===== src/logic/ect_pkg.sv =====
// ect_pkg: shared constants and types of the dual 8-bit compare timer.
// assumes a 32-bit classic wishbone slave, word-aligned registers.
package ect_pkg;

  // bus geometry
  localparam int ECT_ADR_W = 18;
  localparam int ECT_IDX_W = 16;
  localparam int ECT_NUM_TMR = 2;
  localparam int ECT_CNT_W = 8;
  localparam int ECT_CFG_W = 6;

  // register indices; byte address is four times the index
  localparam logic [ECT_NUM_TMR-1:0][ECT_IDX_W-1:0] ECT_IDX_CNT = {16'hFF1F, 16'hFF16};
  localparam logic [ECT_NUM_TMR-1:0][ECT_IDX_W-1:0] ECT_IDX_CMP = {16'hFF41, 16'hFF17};
  localparam logic [ECT_NUM_TMR-1:0][ECT_IDX_W-1:0] ECT_IDX_CTRL = {16'hFF81, 16'hFF80};
  localparam logic [ECT_IDX_W-1:0] ECT_IDX_STAT = 16'hFF82;
  localparam logic [ECT_IDX_W-1:0] ECT_IDX_MASK = 16'hFF83;

  // reset values
  localparam logic [ECT_CNT_W-1:0] ECT_CNT_RST = 8'h00;
  localparam logic [ECT_CNT_W-1:0] ECT_CMP_RST = 8'h00;
  localparam logic [ECT_CFG_W-1:0] ECT_CFG_RST = 6'h00;
  localparam logic [ECT_NUM_TMR-1:0] ECT_IRQ_RST = 2'h0;

  // prescaler: log2 of the divide ratio for each count clock select code
  localparam int ECT_PRE_W = 12;
  localparam logic [7:0][3:0] ECT_DIV_LOG2 = {4'h3, 4'h9, 4'h7, 4'hC, 4'h6, 4'h4, 4'h2, 4'h0};

  // mode control bit: zero selects clear and start on match
  typedef enum logic {ECT_MODE_CLEAR_START, ECT_MODE_PWM} ect_mode_t;

  // control register layout, bit 5 down to bit 0
  typedef struct packed {
    logic level;
    logic [2:0] clkSel;
    ect_mode_t mode;
    logic enable;
  } ect_cfg_t;

endpackage


===== src/logic/ect_prescaler.sv =====
// ect_prescaler: free-running divider making count clock strobes.
// assumes one peripheral clock; strobes are one cycle wide.
`timescale 1ns/100ps
module ect_prescaler import ect_pkg::*; #(
  parameter int PRE_W = ECT_PRE_W
) (
  // clock and reset
  input wire logic clock,
  input wire logic rst_n,
  // one strobe per select code
  output logic [7:0] tick
);

  logic [PRE_W-1:0] preCount;
  logic [PRE_W-1:0] next_pre;
  logic [7:0] next_tick;

  if (PRE_W < ECT_PRE_W) begin : g_bad_width
    $error("ect_prescaler: PRE_W too small for the largest divide ratio");
  end

  // low bits that must all be one for a strobe of the given ratio
  function automatic logic [PRE_W-1:0] lowMask(input logic [3:0] log2);
    lowMask = PRE_W'((1 << log2) - 1);
  endfunction

  // strobes are taken from the next count so they line up with it
  always_comb begin
    next_pre = PRE_W'(preCount + 1'b1);
    for (int k = 0; k < 8; k++) begin
      next_tick[k] = &(next_pre | ~lowMask(ECT_DIV_LOG2[k]));
    end
  end

  always_ff @(posedge clock) begin
    if (!rst_n) begin
      preCount <= '0;
      tick <= 8'h00;
    end else begin
      preCount <= next_pre;
      tick <= next_tick;
    end
  end

endmodule


===== src/logic/ect_timer.sv =====
// ect_timer: one up-counter with compare, clear-and-start and pwm modes.
// assumes tick is a one-cycle strobe from the shared prescaler.
`timescale 1ns/100ps
module ect_timer import ect_pkg::*; #(
  parameter int WIDTH = ECT_CNT_W
) (
  // clock and reset
  input wire logic clock,
  input wire logic rst_n,
  // configuration from software
  input wire ect_cfg_t cfg,
  input wire logic tick,
  input wire logic [WIDTH-1:0] compare,
  // state and events
  output logic [WIDTH-1:0] count,
  output logic matchIrq,
  output logic outPin
);

  logic active;
  logic next_active;
  logic next_pin;
  logic next_match;
  logic [WIDTH-1:0] next_count;
  logic equal;

  if (WIDTH < 1 || WIDTH > 16) begin : g_bad_width
    $error("ect_timer: WIDTH must be 1 to 16");
  end

  assign equal = (count == compare);

  // counter, match and output level; a disable wins over a pending tick
  always_comb begin
    next_count = count;
    next_active = active;
    next_match = 1'b0;
    if (!cfg.enable) begin
      next_count = '0;
      next_active = 1'b0;
    end else if (tick) begin
      if (cfg.mode == ECT_MODE_PWM) begin
        next_count = WIDTH'(count + 1'b1);
        if (count == '1) begin
          next_active = 1'b1;
        end
        if (equal) begin
          next_active = 1'b0;
        end
      end else if (equal) begin
        next_count = '0;
        next_match = 1'b1;
        next_active = ~active;
      end else begin
        next_count = WIDTH'(count + 1'b1);
      end
    end
    next_pin = cfg.level ? next_active : ~next_active;
  end

  always_ff @(posedge clock) begin
    if (!rst_n) begin
      count <= '0;
      active <= 1'b0;
      matchIrq <= 1'b0;
      outPin <= 1'b0;
    end else begin
      count <= next_count;
      active <= next_active;
      matchIrq <= next_match;
      outPin <= next_pin;
    end
  end
endmodule


===== src/logic/ect_top.sv =====
// ect_top: two 8-bit compare timers behind a classic wishbone slave.
// assumes a 32-bit wishbone master on the same clock; registers in bits 7:0.
//
// The Wishbone slave port was left to the implementer.
`timescale 1ns/100ps
module ect_top import ect_pkg::*; (
  // clock and reset
  input wire logic clock,
  input wire logic rst_n,
  // wishbone slave
  input wire logic wb_cyc_i,
  input wire logic wb_stb_i,
  input wire logic wb_we_i,
  input wire logic [ECT_ADR_W-1:0] wb_adr_i,
  input wire logic [3:0] wb_sel_i,
  input wire logic [31:0] wb_dat_i,
  output logic [31:0] wb_dat_o,
  output logic wb_ack_o,
  // timer pins and events
  output logic [ECT_NUM_TMR-1:0] timerOutPin,
  output logic [ECT_NUM_TMR-1:0] matchIrq,
  // interrupt
  output logic irq
);

  logic [ECT_IDX_W-1:0] reqIdx;
  logic busReq;
  logic busWrite;
  logic [31:0] rdData;
  logic [7:0] tickVec;
  logic [ECT_NUM_TMR-1:0] tmrTick;

  logic [ECT_CNT_W-1:0] count [ECT_NUM_TMR];
  logic [ECT_CNT_W-1:0] cmp [ECT_NUM_TMR];
  logic [ECT_CNT_W-1:0] next_cmp [ECT_NUM_TMR];
  ect_cfg_t cfg [ECT_NUM_TMR];
  ect_cfg_t next_cfg [ECT_NUM_TMR];
  logic [ECT_NUM_TMR-1:0] status;
  logic [ECT_NUM_TMR-1:0] next_status;
  logic [ECT_NUM_TMR-1:0] mask;
  logic [ECT_NUM_TMR-1:0] next_mask;
  logic next_irq;
  logic next_ack;
  logic [31:0] next_dat;

  // word index of the access; the two low address bits are ignored
  assign reqIdx = wb_adr_i[ECT_ADR_W-1:2];
  assign busReq = wb_cyc_i & wb_stb_i;
  // writes take effect on the edge where ack is seen, lane 0 only
  assign busWrite = busReq & wb_we_i & wb_ack_o & wb_sel_i[0];

  // address compare shared by the write and read paths
  function automatic logic isReg(input logic [ECT_IDX_W-1:0] idx,
                                 input logic [ECT_IDX_W-1:0] target);
    isReg = (idx == target);
  endfunction

  // shared divider; each timer picks its own strobe
  ect_prescaler #(
    .PRE_W(ECT_PRE_W)
  ) u_prescaler (
    .clock(clock),
    .rst_n(rst_n),
    .tick(tickVec)
  );

  for (genvar i = 0; i < ECT_NUM_TMR; i++) begin : g_tmr
    assign tmrTick[i] = tickVec[cfg[i].clkSel];

    ect_timer #(
      .WIDTH(ECT_CNT_W)
    ) u_timer (
      .clock(clock),
      .rst_n(rst_n),
      .cfg(cfg[i]),
      .tick(tmrTick[i]),
      .compare(cmp[i]),
      .count(count[i]),
      .matchIrq(matchIrq[i]),
      .outPin(timerOutPin[i])
    );
  end

  // register writes; counter indices have no write path at all
  always_comb begin
    next_cmp = cmp;
    next_cfg = cfg;
    next_mask = mask;
    next_status = status | matchIrq; // a new event outranks a clear
    if (busWrite) begin
      for (int i = 0; i < ECT_NUM_TMR; i++) begin
        if (isReg(reqIdx, ECT_IDX_CMP[i])) begin
          next_cmp[i] = wb_dat_i[ECT_CNT_W-1:0];
        end
        if (isReg(reqIdx, ECT_IDX_CTRL[i])) begin
          next_cfg[i] = ect_cfg_t'(wb_dat_i[ECT_CFG_W-1:0]);
        end
      end
      if (isReg(reqIdx, ECT_IDX_STAT)) begin
        next_status = (status & ~wb_dat_i[ECT_NUM_TMR-1:0]) | matchIrq;
      end
      if (isReg(reqIdx, ECT_IDX_MASK)) begin
        next_mask = wb_dat_i[ECT_NUM_TMR-1:0];
      end
    end
    next_irq = |(next_status & next_mask);
  end

  // control, compare and interrupt state
  always_ff @(posedge clock) begin
    if (!rst_n) begin
      for (int i = 0; i < ECT_NUM_TMR; i++) begin
        cmp[i] <= ECT_CMP_RST;
        cfg[i] <= ect_cfg_t'(ECT_CFG_RST);
      end
      status <= ECT_IRQ_RST;
      mask <= ECT_IRQ_RST;
      irq <= 1'b0;
    end else begin
      cmp <= next_cmp;
      cfg <= next_cfg;
      status <= next_status;
      mask <= next_mask;
      irq <= next_irq;
    end
  end

  // read mux; unmapped indices read as zero
  always_comb begin
    rdData = 32'h0000_0000;
    for (int i = 0; i < ECT_NUM_TMR; i++) begin
      if (isReg(reqIdx, ECT_IDX_CNT[i])) begin
        rdData[ECT_CNT_W-1:0] = count[i];
      end
      if (isReg(reqIdx, ECT_IDX_CMP[i])) begin
        rdData[ECT_CNT_W-1:0] = cmp[i];
      end
      if (isReg(reqIdx, ECT_IDX_CTRL[i])) begin
        rdData[ECT_CFG_W-1:0] = cfg[i];
      end
    end
    if (isReg(reqIdx, ECT_IDX_STAT)) begin
      rdData[ECT_NUM_TMR-1:0] = status;
    end
    if (isReg(reqIdx, ECT_IDX_MASK)) begin
      rdData[ECT_NUM_TMR-1:0] = mask;
    end
  end

  // one wait state: ack in the cycle after the request is seen, then drop
  always_comb begin
    next_ack = busReq & ~wb_ack_o;
    next_dat = wb_dat_o;
    if (next_ack) begin
      next_dat = rdData; // captured one edge before the master takes it
    end
  end

  always_ff @(posedge clock) begin
    if (!rst_n) begin
      wb_ack_o <= 1'b0;
      wb_dat_o <= 32'h0000_0000;
    end else begin
      wb_ack_o <= next_ack;
      wb_dat_o <= next_dat;
    end
  end
endmodule


===== config.mk =====
export PLATFORM = sky130hd
export DESIGN_NAME = ect_top
export DESIGN_NICKNAME = d
export VERILOG_FILES = /design/src/logic/ect_pkg.sv /design/src/logic/ect_prescaler.sv /design/src/logic/ect_timer.sv /design/src/logic/ect_top.sv
export SDC_FILE = /design/constraint.sdc
export NUM_CORES = 1
export LEC_CHECK = 0
export BUFFER_PORTS_ARGS = -buffer_cell sky130_fd_sc_hd__buf_2
export CORE_MARGIN = 3
export CORE_UTILIZATION = 40
export CTS_CLUSTER_SIZE = 25
export DETAILED_ROUTE_END_ITERATION = 6
export GPL_TIMING_DRIVEN = 0
export PLACE_DENSITY = 0.75
export SLEW_MARGIN = 20
export SYNTH_ARGS = -nofsm -noshare
export SYNTH_HDL_FRONTEND = slang
export SYNTH_HIERARCHICAL = 1
export SYNTH_SLANG_ARGS = --single-unit

===== constraint.sdc =====
create_clock -name clock -period 1.95 [get_ports clock]
set_clock_uncertainty 0.2 [all_clocks]
set_input_delay 0 -clock clock [delete_from_list [all_inputs] [get_ports clock]]
set_output_delay 0 -clock clock [all_outputs]
set_load 0.02 [all_outputs]

==> results of run 1 <==
## metrics by stage
| step | power, mW | hold slack, ps |
|---|---|---|
| finish | 3.43 | -9.39 |
| floorplan | 1.97 | -172 |
| global placement | 2.06 | 94.8 |
| CTS | 3.45 | -43.5 |
| detailed placement | 2.06 | 101 |
| global route | 3.54 | 26.4 |
## cells in the final DEF (no fill, tap or decap), types with 10 or more instances in the layout
cell type and instances:
and2_1 12, buf_2 44, clkbuf_8 10, inv_1 10
nand4_1 11, nor2_1 45, dlygate4sd3_1 12, nand3_1 22
a21oi_1 23, conb_1 24, dfxtp_1 82, nand2_1 42
xor2_1 26, mux2i_1 27, xnor2_1 12, buf_4 28
## layout make-up
| class | count | share of cell area (%) |
|---|---|---|
| Clock buffer | 12 | 2.75 |
| Multi-Input combinational cell | 363 | 47.5 |
| Tap cell | 136 | 3.22 |
| Clock inverter | 4 | 1.37 |
| Buffer | 38 | 4.81 |
| Sequential cell | 84 | 32.0 |
| Timing Repair Buffer | 62 | 7.68 |
| Inverter | 10 | 0.711 |
## what timing repair did
action	4_1_cts	5_1_grt
cloned	0	0
gates resized for setup	6	19
buffers inserted	7	1
setup endpoints to repair	34	49
hold buffers	12	0
pin swaps	3	5
hold endpoints to repair	50	0
## metal layers
metal	global-route usage [%]	routed length (µm)	vias to the layer above
li1	-	-	1833
met4	8.01	306	0
met3	4.60	1020	32
met2	31.4	5260	165
met1	23.4	4570	1771
met5	0	0	-
## registers in the layout, indices dropped and copies added (netlist names)
name and flops:
g_tmr.u_timer/active 2, wb_dat_o 8, wb_ack_o 1, u_prescaler/tick 8, g_tmr.u_timer/outPin 2, g_tmr.u_timer/matchIrq 2, cfg 12, mask 2
irq 1, u_prescaler/preCount 12, g_tmr.u_timer/count 16, cmp 16, status 2
## cell families after synthesis
logic type,Yosys count
compound gates,60
xor+xnor,40
fa+ha+maj,4
buf+inv,50
flops,84
mux,38
other cells,1
simple gates,197
## how the worst max path moves through the flow
stage | startpoint | depth (start not counted) | endpoint | slack (ps)
5_1_grt | cfg[8] | 6 | g_tmr[0].u_timer/outPin | -290
6_report | cfg[8] | 6 | g_tmr[0].u_timer/outPin | -210
3_3_place_gp | cfg[8] | 7 | g_tmr[0].u_timer/outPin | -240
3_5_place_dp | cfg[8] | 7 | g_tmr[0].u_timer/outPin | -330
2_1_floorplan | cfg[2] | 8 | g_tmr[1].u_timer/active | -80
4_1_cts | cfg[8] | 6 | g_tmr[0].u_timer/outPin | -210
## power by group
group          internal, mW  switching (mW)  total (mW)
registers              1.73          0.0135        1.74
clock network         0.756           0.622        1.38
logic                 0.126           0.180       0.306
## critical path, stage by stage (launching register included)
cell     delay [ps]
dfxtp_4         370
mux4_2          500
mux2_4          320
mux2i_1         160
nand2_1          90
mux2i_2         230
mux2i_1         220
==> impl_metrics.tcl, run 1 <==
set metrics [dict create \
    post-route-util_pct 50.7 \
    syn2layout_area_growth_pct 22.0 \
    grt_max_degree 17 \
    gp_congestion 0.925 \
    synth_edf_count 0 \
    rsz0062_at_grt "true" \
    p_per_area_nw_per_um2 649 \
    antenna_cells 0 \
    final_antenna_net_count 0 \
    first_pass_iters 7 \
    fin_tns_setup_ps -983 \
    synth_top_family_by_area "simple AND/OR/NAND/NOR gates" \
    root_buffer "clkbuf_8" \
    netlist_area_um2 4330 \
    synth_xor_area_share_pct 8.09 \
    drive_above_1_share_pct 24.1 \
    max_cap_violations 0 \
    yosysTopAreaCellShare_pct 38.8 \
    vias_per_cell 5.36 \
    final_cells 709 \
    synth_most_common_cell "dfxtp_1" \
    die-area_um2 12100 \
    synth_seq_cells 84 \
    netlist_top_cells_count "84 x dfxtp_1, 47 x nor2_1, 43 x nand2_1, 28 x mux2i_1, 26 x xor2_1" \
    ios 97 \
    io_buffers 42 \
    cp-end-kind "flop" \
    layout.nets 631 \
    post-place-ws_ps -334 \
    reg2reg_depth 6 \
    fillers 967 \
    period_needed_ps 2160 \
    drv_slew 0 \
    yosysUniqueCellTypes 61 \
    fp.dieH_um 110 \
    yosys.area.top_type "dfxtp_1" \
    wl_per_cell_um 15.7 \
    hp-class "input pin to flop" \
    synth_simple_gate_area_share_pct 25.5 \
    synthArstFlopShare_pct 0 \
    grt_pass1_vias 3592 \
    timing.final.crit_share_pct 111 \
    num_vias 3801 \
    violations "negative hold slack, negative setup slack" \
    reg2reg_to "g_tmr[0].u_timer/outPin" \
    hold_ws_ps -9.39 \
    wl_mm 11.2 \
    worst_setup_path_start_kind "flop" \
    reg2reg_slack_ps -210 \
    synthAdderAreaFrac_pct 1.16 \
    initial_utilization_pct 41.6 \
    synthTopCellsByArea "dfxtp_1 39%, mux2i_1 6.5%, xor2_1 5.3%, buf_4 4.2%, nor2_1 4.1%" \
    critPathMaxFanout 4 \
    ys.flop_type "dfxtp_1" \
    dpl-instance-area_um2 4820 \
    crit_type "flop to flop" \
    avgSynthCellArea_um2 9.14 \
    regArea_um2 1690 \
    htree_levels 3 \
    hold_start "wb_adr_i[5]" \
    r2r_start "cfg[8]" \
    grt_use_total_pct 18.9 \
    cp.arrival_ps 2250 \
    cts.sinks 84 \
    synthMuxAreaShare_pct 10.1 \
    multi_input_area_um2 2510 \
    die_w_um 110 \
    grt_pass1_wl_mm 17.6 \
    drc 0 \
    max-vdd-ir-drop_mv 0.714 \
    cp.required_ps 2040 \
    syn_inst 474 \
    relSlewSlack_pct 58.0 \
    seq_area_frac_synth_pct 38.8 \
    setup_viol 13 \
    holdPathEnd "mask[0]" \
    worst-slew-pin-transition_ps 625 \
    worstHoldPathCells 5 \
    clock_latency_ps 370 \
    hpwlAfterDp_mm 8.23 \
    path_clk_slew_ps 80 \
    drtIter0Drc 333 \
    grt-ovfl-total 0 \
    status "finished, violations left" \
    worst_slack_ps -206 \
    placedCellCount 675 \
    p_leak_nw 2.25 \
    cts.path.max_buffers 2 \
    synth_compound_area_share_pct 9.30 \
    ys_warn_count 6 \
    hold_viol 2 \
    tritoncts "done" \
    std_cell_rows 37 \
    postLayoutCellArea_um2 5280 \
    core_area_um2 10400 \
    numCtsBuffers 9 \
    max_freq_mhz 464 \
    grt_antenna_before_repair 0 \
]
(Power assumes the default switching activity.)
==> run 2: changes to the inputs <==
--- a/config.mk
+++ b/config.mk
@@ -11,9 +11,8 @@
 export CTS_CLUSTER_SIZE = 25
 export DETAILED_ROUTE_END_ITERATION = 6
 export GPL_TIMING_DRIVEN = 0
-export PLACE_DENSITY = 0.75
+export PLACE_DENSITY = 0.66
 export SLEW_MARGIN = 20
 export SYNTH_ARGS = -nofsm -noshare
 export SYNTH_HDL_FRONTEND = slang
-export SYNTH_HIERARCHICAL = 1
 export SYNTH_SLANG_ARGS = --single-unit
==> run 2 against run 1 <==
Net effect:
- the flow finishes with violations (negative setup slack)
- critical path depth unchanged
- register-to-register slack better by 70 ps
- highest routed layer unchanged
- sequential power about the same
- routed wire length up 6.4%
- critical endpoint is now g_tmr[1].u_timer.outPin
- die area down 0.23%
- final area up 3.0%
- synthesized cell count up 7.8%
- via count up 4.6%
==> impl_metrics.tcl, run 2 <==
set metrics [dict create \
    grt_pass1_wl_mm 18.6 \
    worst_path_most_repeated_cell "mux2_4" \
    slowest_delay_ps 500 \
    worstPathCellList "mux4_2 -> mux2_4 -> mux2_4 -> nand3_2 -> o2111ai_2 -> mux2i_1" \
    worst-slew-pin-transition_ps 747 \
    rsz0062_at_grt "true" \
    synth_edf_count 0 \
    period_needed_ps 2090 \
    final_cells 747 \
    hold_viol 0 \
    holdPathEnd "wb_dat_o[6]" \
    cp.required_ps 2000 \
    grt-ovfl-total 0 \
    mostFrequentLayoutCells "79 x nand2_1, 76 x dfxtp_1, 51 x nor2_1" \
    root_buffer "clkbuf_8" \
    fp.dieH_um 110 \
    hpwlAfterDp_mm 8.37 \
    relSlewSlack_pct 50.2 \
    cpMaxStageDelayCell "mux4_2" \
    timing.final.crit_share_pct 107 \
    avgSynthCellArea_um2 8.45 \
    critical_path_buf_inv_count 0 \
    gp_congestion 0.878 \
    multi_input_area_um2 2610 \
    p_per_area_nw_per_um2 630 \
    num_vias 3977 \
    final_antenna_net_count 0 \
    path_clk_slew_ps 80 \
    die_w_um 110 \
    netlist_area_um2 4320 \
    setup_viol 13 \
    grt_use_total_pct 20.0 \
    placedCellCount 711 \
    critPathMaxFanout 4 \
    layout.nets 669 \
    crit_family "multiplexers" \
    worstHoldPathCells 6 \
    syn_inst 511 \
    seq_area_frac_synth_pct 38.9 \
    synth_most_common_cell "dfxtp_1" \
    syn2layout_area_growth_pct 25.9 \
    met3_usage_pct 4.23 \
    std_cell_rows 37 \
    fin_tns_setup_ps -628 \
    cp.arrival_ps 2130 \
    p_leak_nw 2.22 \
    crit_type "flop to flop" \
    wl_per_cell_um 15.9 \
    wl_mm 11.9 \
    drive_above_1_share_pct 27.8 \
    synth_seq_cells 84 \
    reg2reg_depth 6 \
    r2r_start "cfg[3]" \
    drc 0 \
    initial_utilization_pct 41.5 \
    cts.path.max_buffers 2 \
    top_regs "cmp x16, g_tmr.u_timer.count x16" \
    post-place-ws_ps -514 \
    drv_slew 0 \
    synthArstFlopShare_pct 0 \
    synthTopCellsByArea "dfxtp_1 39%, nand2_1 7.1%, xor2_1 5.9%, buf_4 4.9%, nor2_1 4.8%" \
    grt_max_degree 14 \
    yosysUniqueCellTypes 56 \
    cp-end-kind "flop" \
    status "finished, violations left" \
    antenna_cells 0 \
    reg2reg_slack_ps -140 \
    clock_latency_ps 360 \
    grt_pass1_vias 3767 \
    first_pass_iters 5 \
    ys_warn_count 0 \
    use_met2_pct 33.9 \
    violations "negative setup slack" \
    die-area_um2 12100 \
    max_freq_mhz 479 \
    grt_use_met1_pct 24.7 \
    yosys.area.top_type "dfxtp_1" \
    tritoncts "done" \
    final_common_cell "nand2_1" \
    max_cap_violations 0 \
    grt_antenna_before_repair 0 \
    numCtsBuffers 9 \
    netlist_top_cells_count "84 x dfxtp_1, 82 x nand2_1, 55 x nor2_1, 29 x a21oi_1, 29 x xor2_1" \
    regArea_um2 1700 \
    drtIter0Drc 233 \
    ys.flop_type "dfxtp_1" \
    io_buffers 41 \
    hold_start "wb_adr_i[9]" \
    max-vdd-ir-drop_mv 0.373 \
    cts.sinks 84 \
    worst_setup_path_start_kind "flop" \
    yosysTopAreaCellShare_pct 38.9 \
    vias_per_cell 5.32 \
    fillers 972 \
    worst_slack_ps -136 \
    grt.busiest_layer "met2" \
    reg2reg_to "g_tmr[1].u_timer.outPin" \
    htree_levels 3 \
    core_area_um2 10400 \
    ios 97 \
    hp-class "input pin to flop" \
]
-- run 2: cell count changes after synthesis, sizes merged, moves of 5 or more --
cell    before  now
nand4       13    5
nand2       45   82
clkbuf      10   15
o31ai        0    5
a21oi       24   35
nor3        14    9
nor2        47   55
and3         2    8
mux2i       28   13
-- run 2: how the worst max path moves through the flow --
stage	from	end	slack, ps	depth (start not counted)
2_1_floorplan	cfg[3]	g_tmr[1].u_timer.outPin	-90	6
3_3_place_gp	wb_adr_i[16]	wb_dat_o[3]	-510	8
3_5_place_dp	wb_adr_i[16]	wb_dat_o[3]	-510	8
4_1_cts	cfg[3]	g_tmr[1].u_timer.outPin	-160	6
5_1_grt	cfg[3]	g_tmr[1].u_timer.outPin	-200	6
6_report	cfg[3]	g_tmr[1].u_timer.outPin	-140	6
-- run 2: logic make-up (layout without fill, tap and decap cells) --
logic type | after synthesis | after routing | share of synthesized area (%)
compound gates | 81 | 81 | 12.5
xor+xnor | 41 | 41 | 8.31
flops | 84 | 84 | 38.9
other cells | 1 | 24 | 0.0868
simple gates | 225 | 225 | 25.3
buf+inv | 53 | 130 | 7.38
fa+ha+maj | 4 | 4 | 1.16
mux | 22 | 22 | 6.40
-- run 2: what timing repair did --
action	4_1_cts	5_1_grt
hold buffers	13	0
pin swaps	8	9
buffers inserted	9	4
cloned	0	0
resized for setup	27	29
endpoints found under the hold margin	39	0
endpoints found under the setup margin	46	50
-- run 2: per-stage QoR --
stage               util [%]  power, mW  cell area, µm²  hold WS, ps
global route            52.2       3.55            5440         64.5
detailed placement      46.2       2.05            4810        -49.3
floorplan                  -       1.96            4440         -172
global placement        46.2       2.04            4810        -51.5
finish                  52.2       3.43            5440         69.3
CTS                     51.1       3.44            5330         38.8
-- run 2: report_power, final --
| group | switching (mW) | internal, mW |
|---|---|---|
| combinational | 0.184 | 0.132 |
| sequential | 0.0123 | 1.73 |
| clock | 0.616 | 0.756 |
-- run 2: worst register-to-register path: stages, from the launching register on --
cell and delay (ps):
dfxtp_4 370, mux4_2 500, mux2_4 320, mux2_4 270
nand3_2 70, o2111ai_2 110, mux2i_1 140
-- run 2: final cells by class --
cell class	instances	area share [%]
repair buffers	65	7.96
multi-input cells	397	48.0
plain buffers	41	5.08
well taps	136	3.13
flip-flops and latches	84	31.2
inverters	8	0.598
clock inverters	4	1.33
clock buffers	12	2.67
-- run 2: routing by layer --
layer / share of wire [%] / vias to the layer above
met1: 41 / 1874
met4: 2.6 / 0
met2: 49 / 156
met5: 0 / -
li1: - / 1918
met3: 7.4 / 29
==> run 3: changes to the inputs <==
--- a/config.mk
+++ b/config.mk
@@ -7,11 +7,11 @@
 export LEC_CHECK = 0
 export BUFFER_PORTS_ARGS = -buffer_cell sky130_fd_sc_hd__buf_2
 export CORE_MARGIN = 3
-export CORE_UTILIZATION = 40
+export CORE_UTILIZATION = 49
 export CTS_CLUSTER_SIZE = 25
 export DETAILED_ROUTE_END_ITERATION = 6
 export GPL_TIMING_DRIVEN = 0
-export PLACE_DENSITY = 0.66
+export PLACE_DENSITY = 0.78
 export SLEW_MARGIN = 20
 export SYNTH_ARGS = -nofsm -noshare
 export SYNTH_HDL_FRONTEND = slang
==> run 3 against run 2 <==
Net effect:
- the run still ends with negative setup slack left
- worst hold slack improved by 25 ps
- core utilization increased by 13 points
- clock power barely moved
- critical endpoint unchanged
- die area decreased by 17%
- non-clock buffer count is 1 higher
- highest routed layer unchanged
- power is essentially flat
- maximum frequency down 1.9%
- global-route usage grew 3.4 points
- largest cell class unchanged
- first-iteration DRC count grew 27%
- register-to-register slack lost 40 ps
- critical path depth unchanged
==> impl_metrics.tcl, run 3 (same netlist as run 2, synthesis figures left out) <==
set metrics [dict create \
    reg2reg_depth 6 \
    relSlewSlack_pct 54.0 \
    ios 97 \
    drtIter0Drc 297 \
    hp-class "input pin to flop" \
    vias_per_cell 5.56 \
    pwr-share-clk_pct 39.9 \
    fillers 663 \
    grt-ovfl-total 0 \
    final_antenna_net_count 0 \
    tritoncts "done" \
    reg2reg_to "g_tmr[1].u_timer.outPin" \
    std_cell_rows 33 \
    switching_share_pct 24.7 \
    hpwlAfterDp_mm 8.08 \
    p_leak_nw 2.25 \
    max-vdd-ir-drop_mv 0.565 \
    grt_pass1_wl_mm 18.6 \
    initial_utilization_pct 51.5 \
    worstHoldPathCells 6 \
    crit_type "flop to flop" \
    cp.arrival_ps 2170 \
    root_buffer "clkbuf_8" \
    hold_viol 0 \
    internal-power_mw 2.58 \
    io_buffers 41 \
    numCtsBuffers 9 \
    drive_above_1_share_pct 28.6 \
    p_per_area_nw_per_um2 626 \
    clock_latency_ps 360 \
    grt_pass1_vias 3864 \
    worst_slack_ps -176 \
    status "finished, violations left" \
    cp.required_ps 1990 \
    fp.dieH_um 99.9 \
    top_regs "cmp x16, g_tmr.u_timer.count x16" \
    grt_antenna_before_repair 0 \
    cp-end-kind "flop" \
    layout.nets 670 \
    max_cap_violations 0 \
    gp_congestion 0.911 \
    regArea_um2 1700 \
    rsz0062_at_grt "true" \
    die_w_um 99.9 \
    die-area_um2 9980 \
    drc 0 \
    worst_setup_path_start_kind "flop" \
    mostFrequentLayoutCells "81 x nand2_1, 75 x dfxtp_1, 50 x nor2_1" \
    grt_max_degree 15 \
    antenna_cells 0 \
    comb_power_share_pct 9.3 \
    wl_per_cell_um 16.2 \
    final_common_cell "nand2_1" \
    syn2layout_area_growth_pct 26.7 \
    worst_setup_path_endpoint "g_tmr[1].u_timer.outPin" \
    cts.path.max_buffers 2 \
    setup_viol 16 \
    worst-slew-pin-transition_ps 689 \
    final_cells 717 \
    max_freq_mhz 470 \
    reg2reg_slack_ps -180 \
    cts.sinks 84 \
    core_area_um2 8380 \
    critPathMaxFanout 6 \
    crit_start "cfg[3]" \
    p_sw_uw 845 \
    placedCellCount 680 \
    total_power_mw 3.43 \
    timing.final.crit_share_pct 109 \
    fin_tns_setup_ps -1360 \
    first_pass_iters 5 \
    r2r_start "cfg[3]" \
    seqPwrFrac_pct 50.8 \
    multi_input_area_um2 2670 \
    path_clk_slew_ps 90 \
    wl_mm 11.6 \
    violations "negative setup slack" \
    post-route-util_pct 65.3 \
    num_vias 3987 \
    drv_slew 0 \
    period_needed_ps 2130 \
    htree_levels 3 \
    hold_start "wb_adr_i[9]" \
    post-place-ws_ps -478 \
    grt_use_total_pct 23.4 \
]
==> run 3: cell types whose count changed in the layout (fill, tap and decap cells not counted), sizes merged <==
cell / before / now
clkinv: 2 / 3
clkbuf: 23 / 21
dlygate4sd3: 13 / 12
dlymetal6s4s: 0 / 1
buf: 82 / 83
clkinvlp: 1 / 2
==> run 3: timing repair <==
| action | 4_1_cts | 5_1_grt |
|---|---|---|
| hold buffers | 13 | 0 |
| pin swaps | 7 | 17 |
| endpoints found under the setup margin | 47 | 52 |
| buffers inserted | 9 | 3 |
| gates resized for setup | 28 | 38 |
| hold endpoints to repair | 39 | 0 |
==> run 3: area by class of cell <==
class                   count  area share (%)
multi-input cells         397            48.8
flip-flops and latches     84            31.0
repair buffers             66            8.16
plain buffers              41            5.05
well taps                 105            2.40
clock buffers              10            2.33
clock inverters             6            1.62
inverters                   8           0.594
==> run 3: worst min-delay path by stage <==
stage / end / slack, ps
4_1_cts: wb_dat_o[6] / 40
3_3_place_gp: u_prescaler.tick[0] / -60
5_1_grt: wb_dat_o[6] / 90
2_1_floorplan: u_prescaler.tick[0] / -170
3_5_place_dp: u_prescaler.tick[0] / -60
6_report: wb_dat_o[6] / 90
==> run 3: power groups by stage <==
stage	logic (mW)	registers (mW)	clock network, mW
after floorplan	0.175	1.79	0
after global placement	0.259	1.78	0
after global routing	0.343	1.74	1.47
after detailed placement	0.262	1.78	0
after CTS	0.298	1.74	1.38
final	0.320	1.74	1.37
==> run 3: routing by layer <==
metal | vias to the layer above | wire, µm | part of all wire [%] | global-route usage (%)
li1 | 1916 | - | - | -
met1 | 1849 | 4780 | 41 | 30.0
met2 | 189 | 5480 | 47 | 38.6
met3 | 33 | 1010 | 8.7 | 5.00
met4 | 0 | 334 | 2.9 | 8.72
met5 | - | 0 | 0 | 0
==> run 3: worst max-delay path: stages (launching register included) <==
cell	delay (ps)
dfxtp_4	370
mux4_2	510
mux2_4	320
mux2_4	270
nand3_2	80
o2111ai_2	110
mux2i_1	140
==> run 3: metrics by stage <==
step,instance area [µm²],hold slack [ps]
floorplan,4440,-172
global placement,4780,-56.7
detailed placement,4780,-57.8
CTS,5300,39.9
global route,5470,87.8
finish,5470,94.2
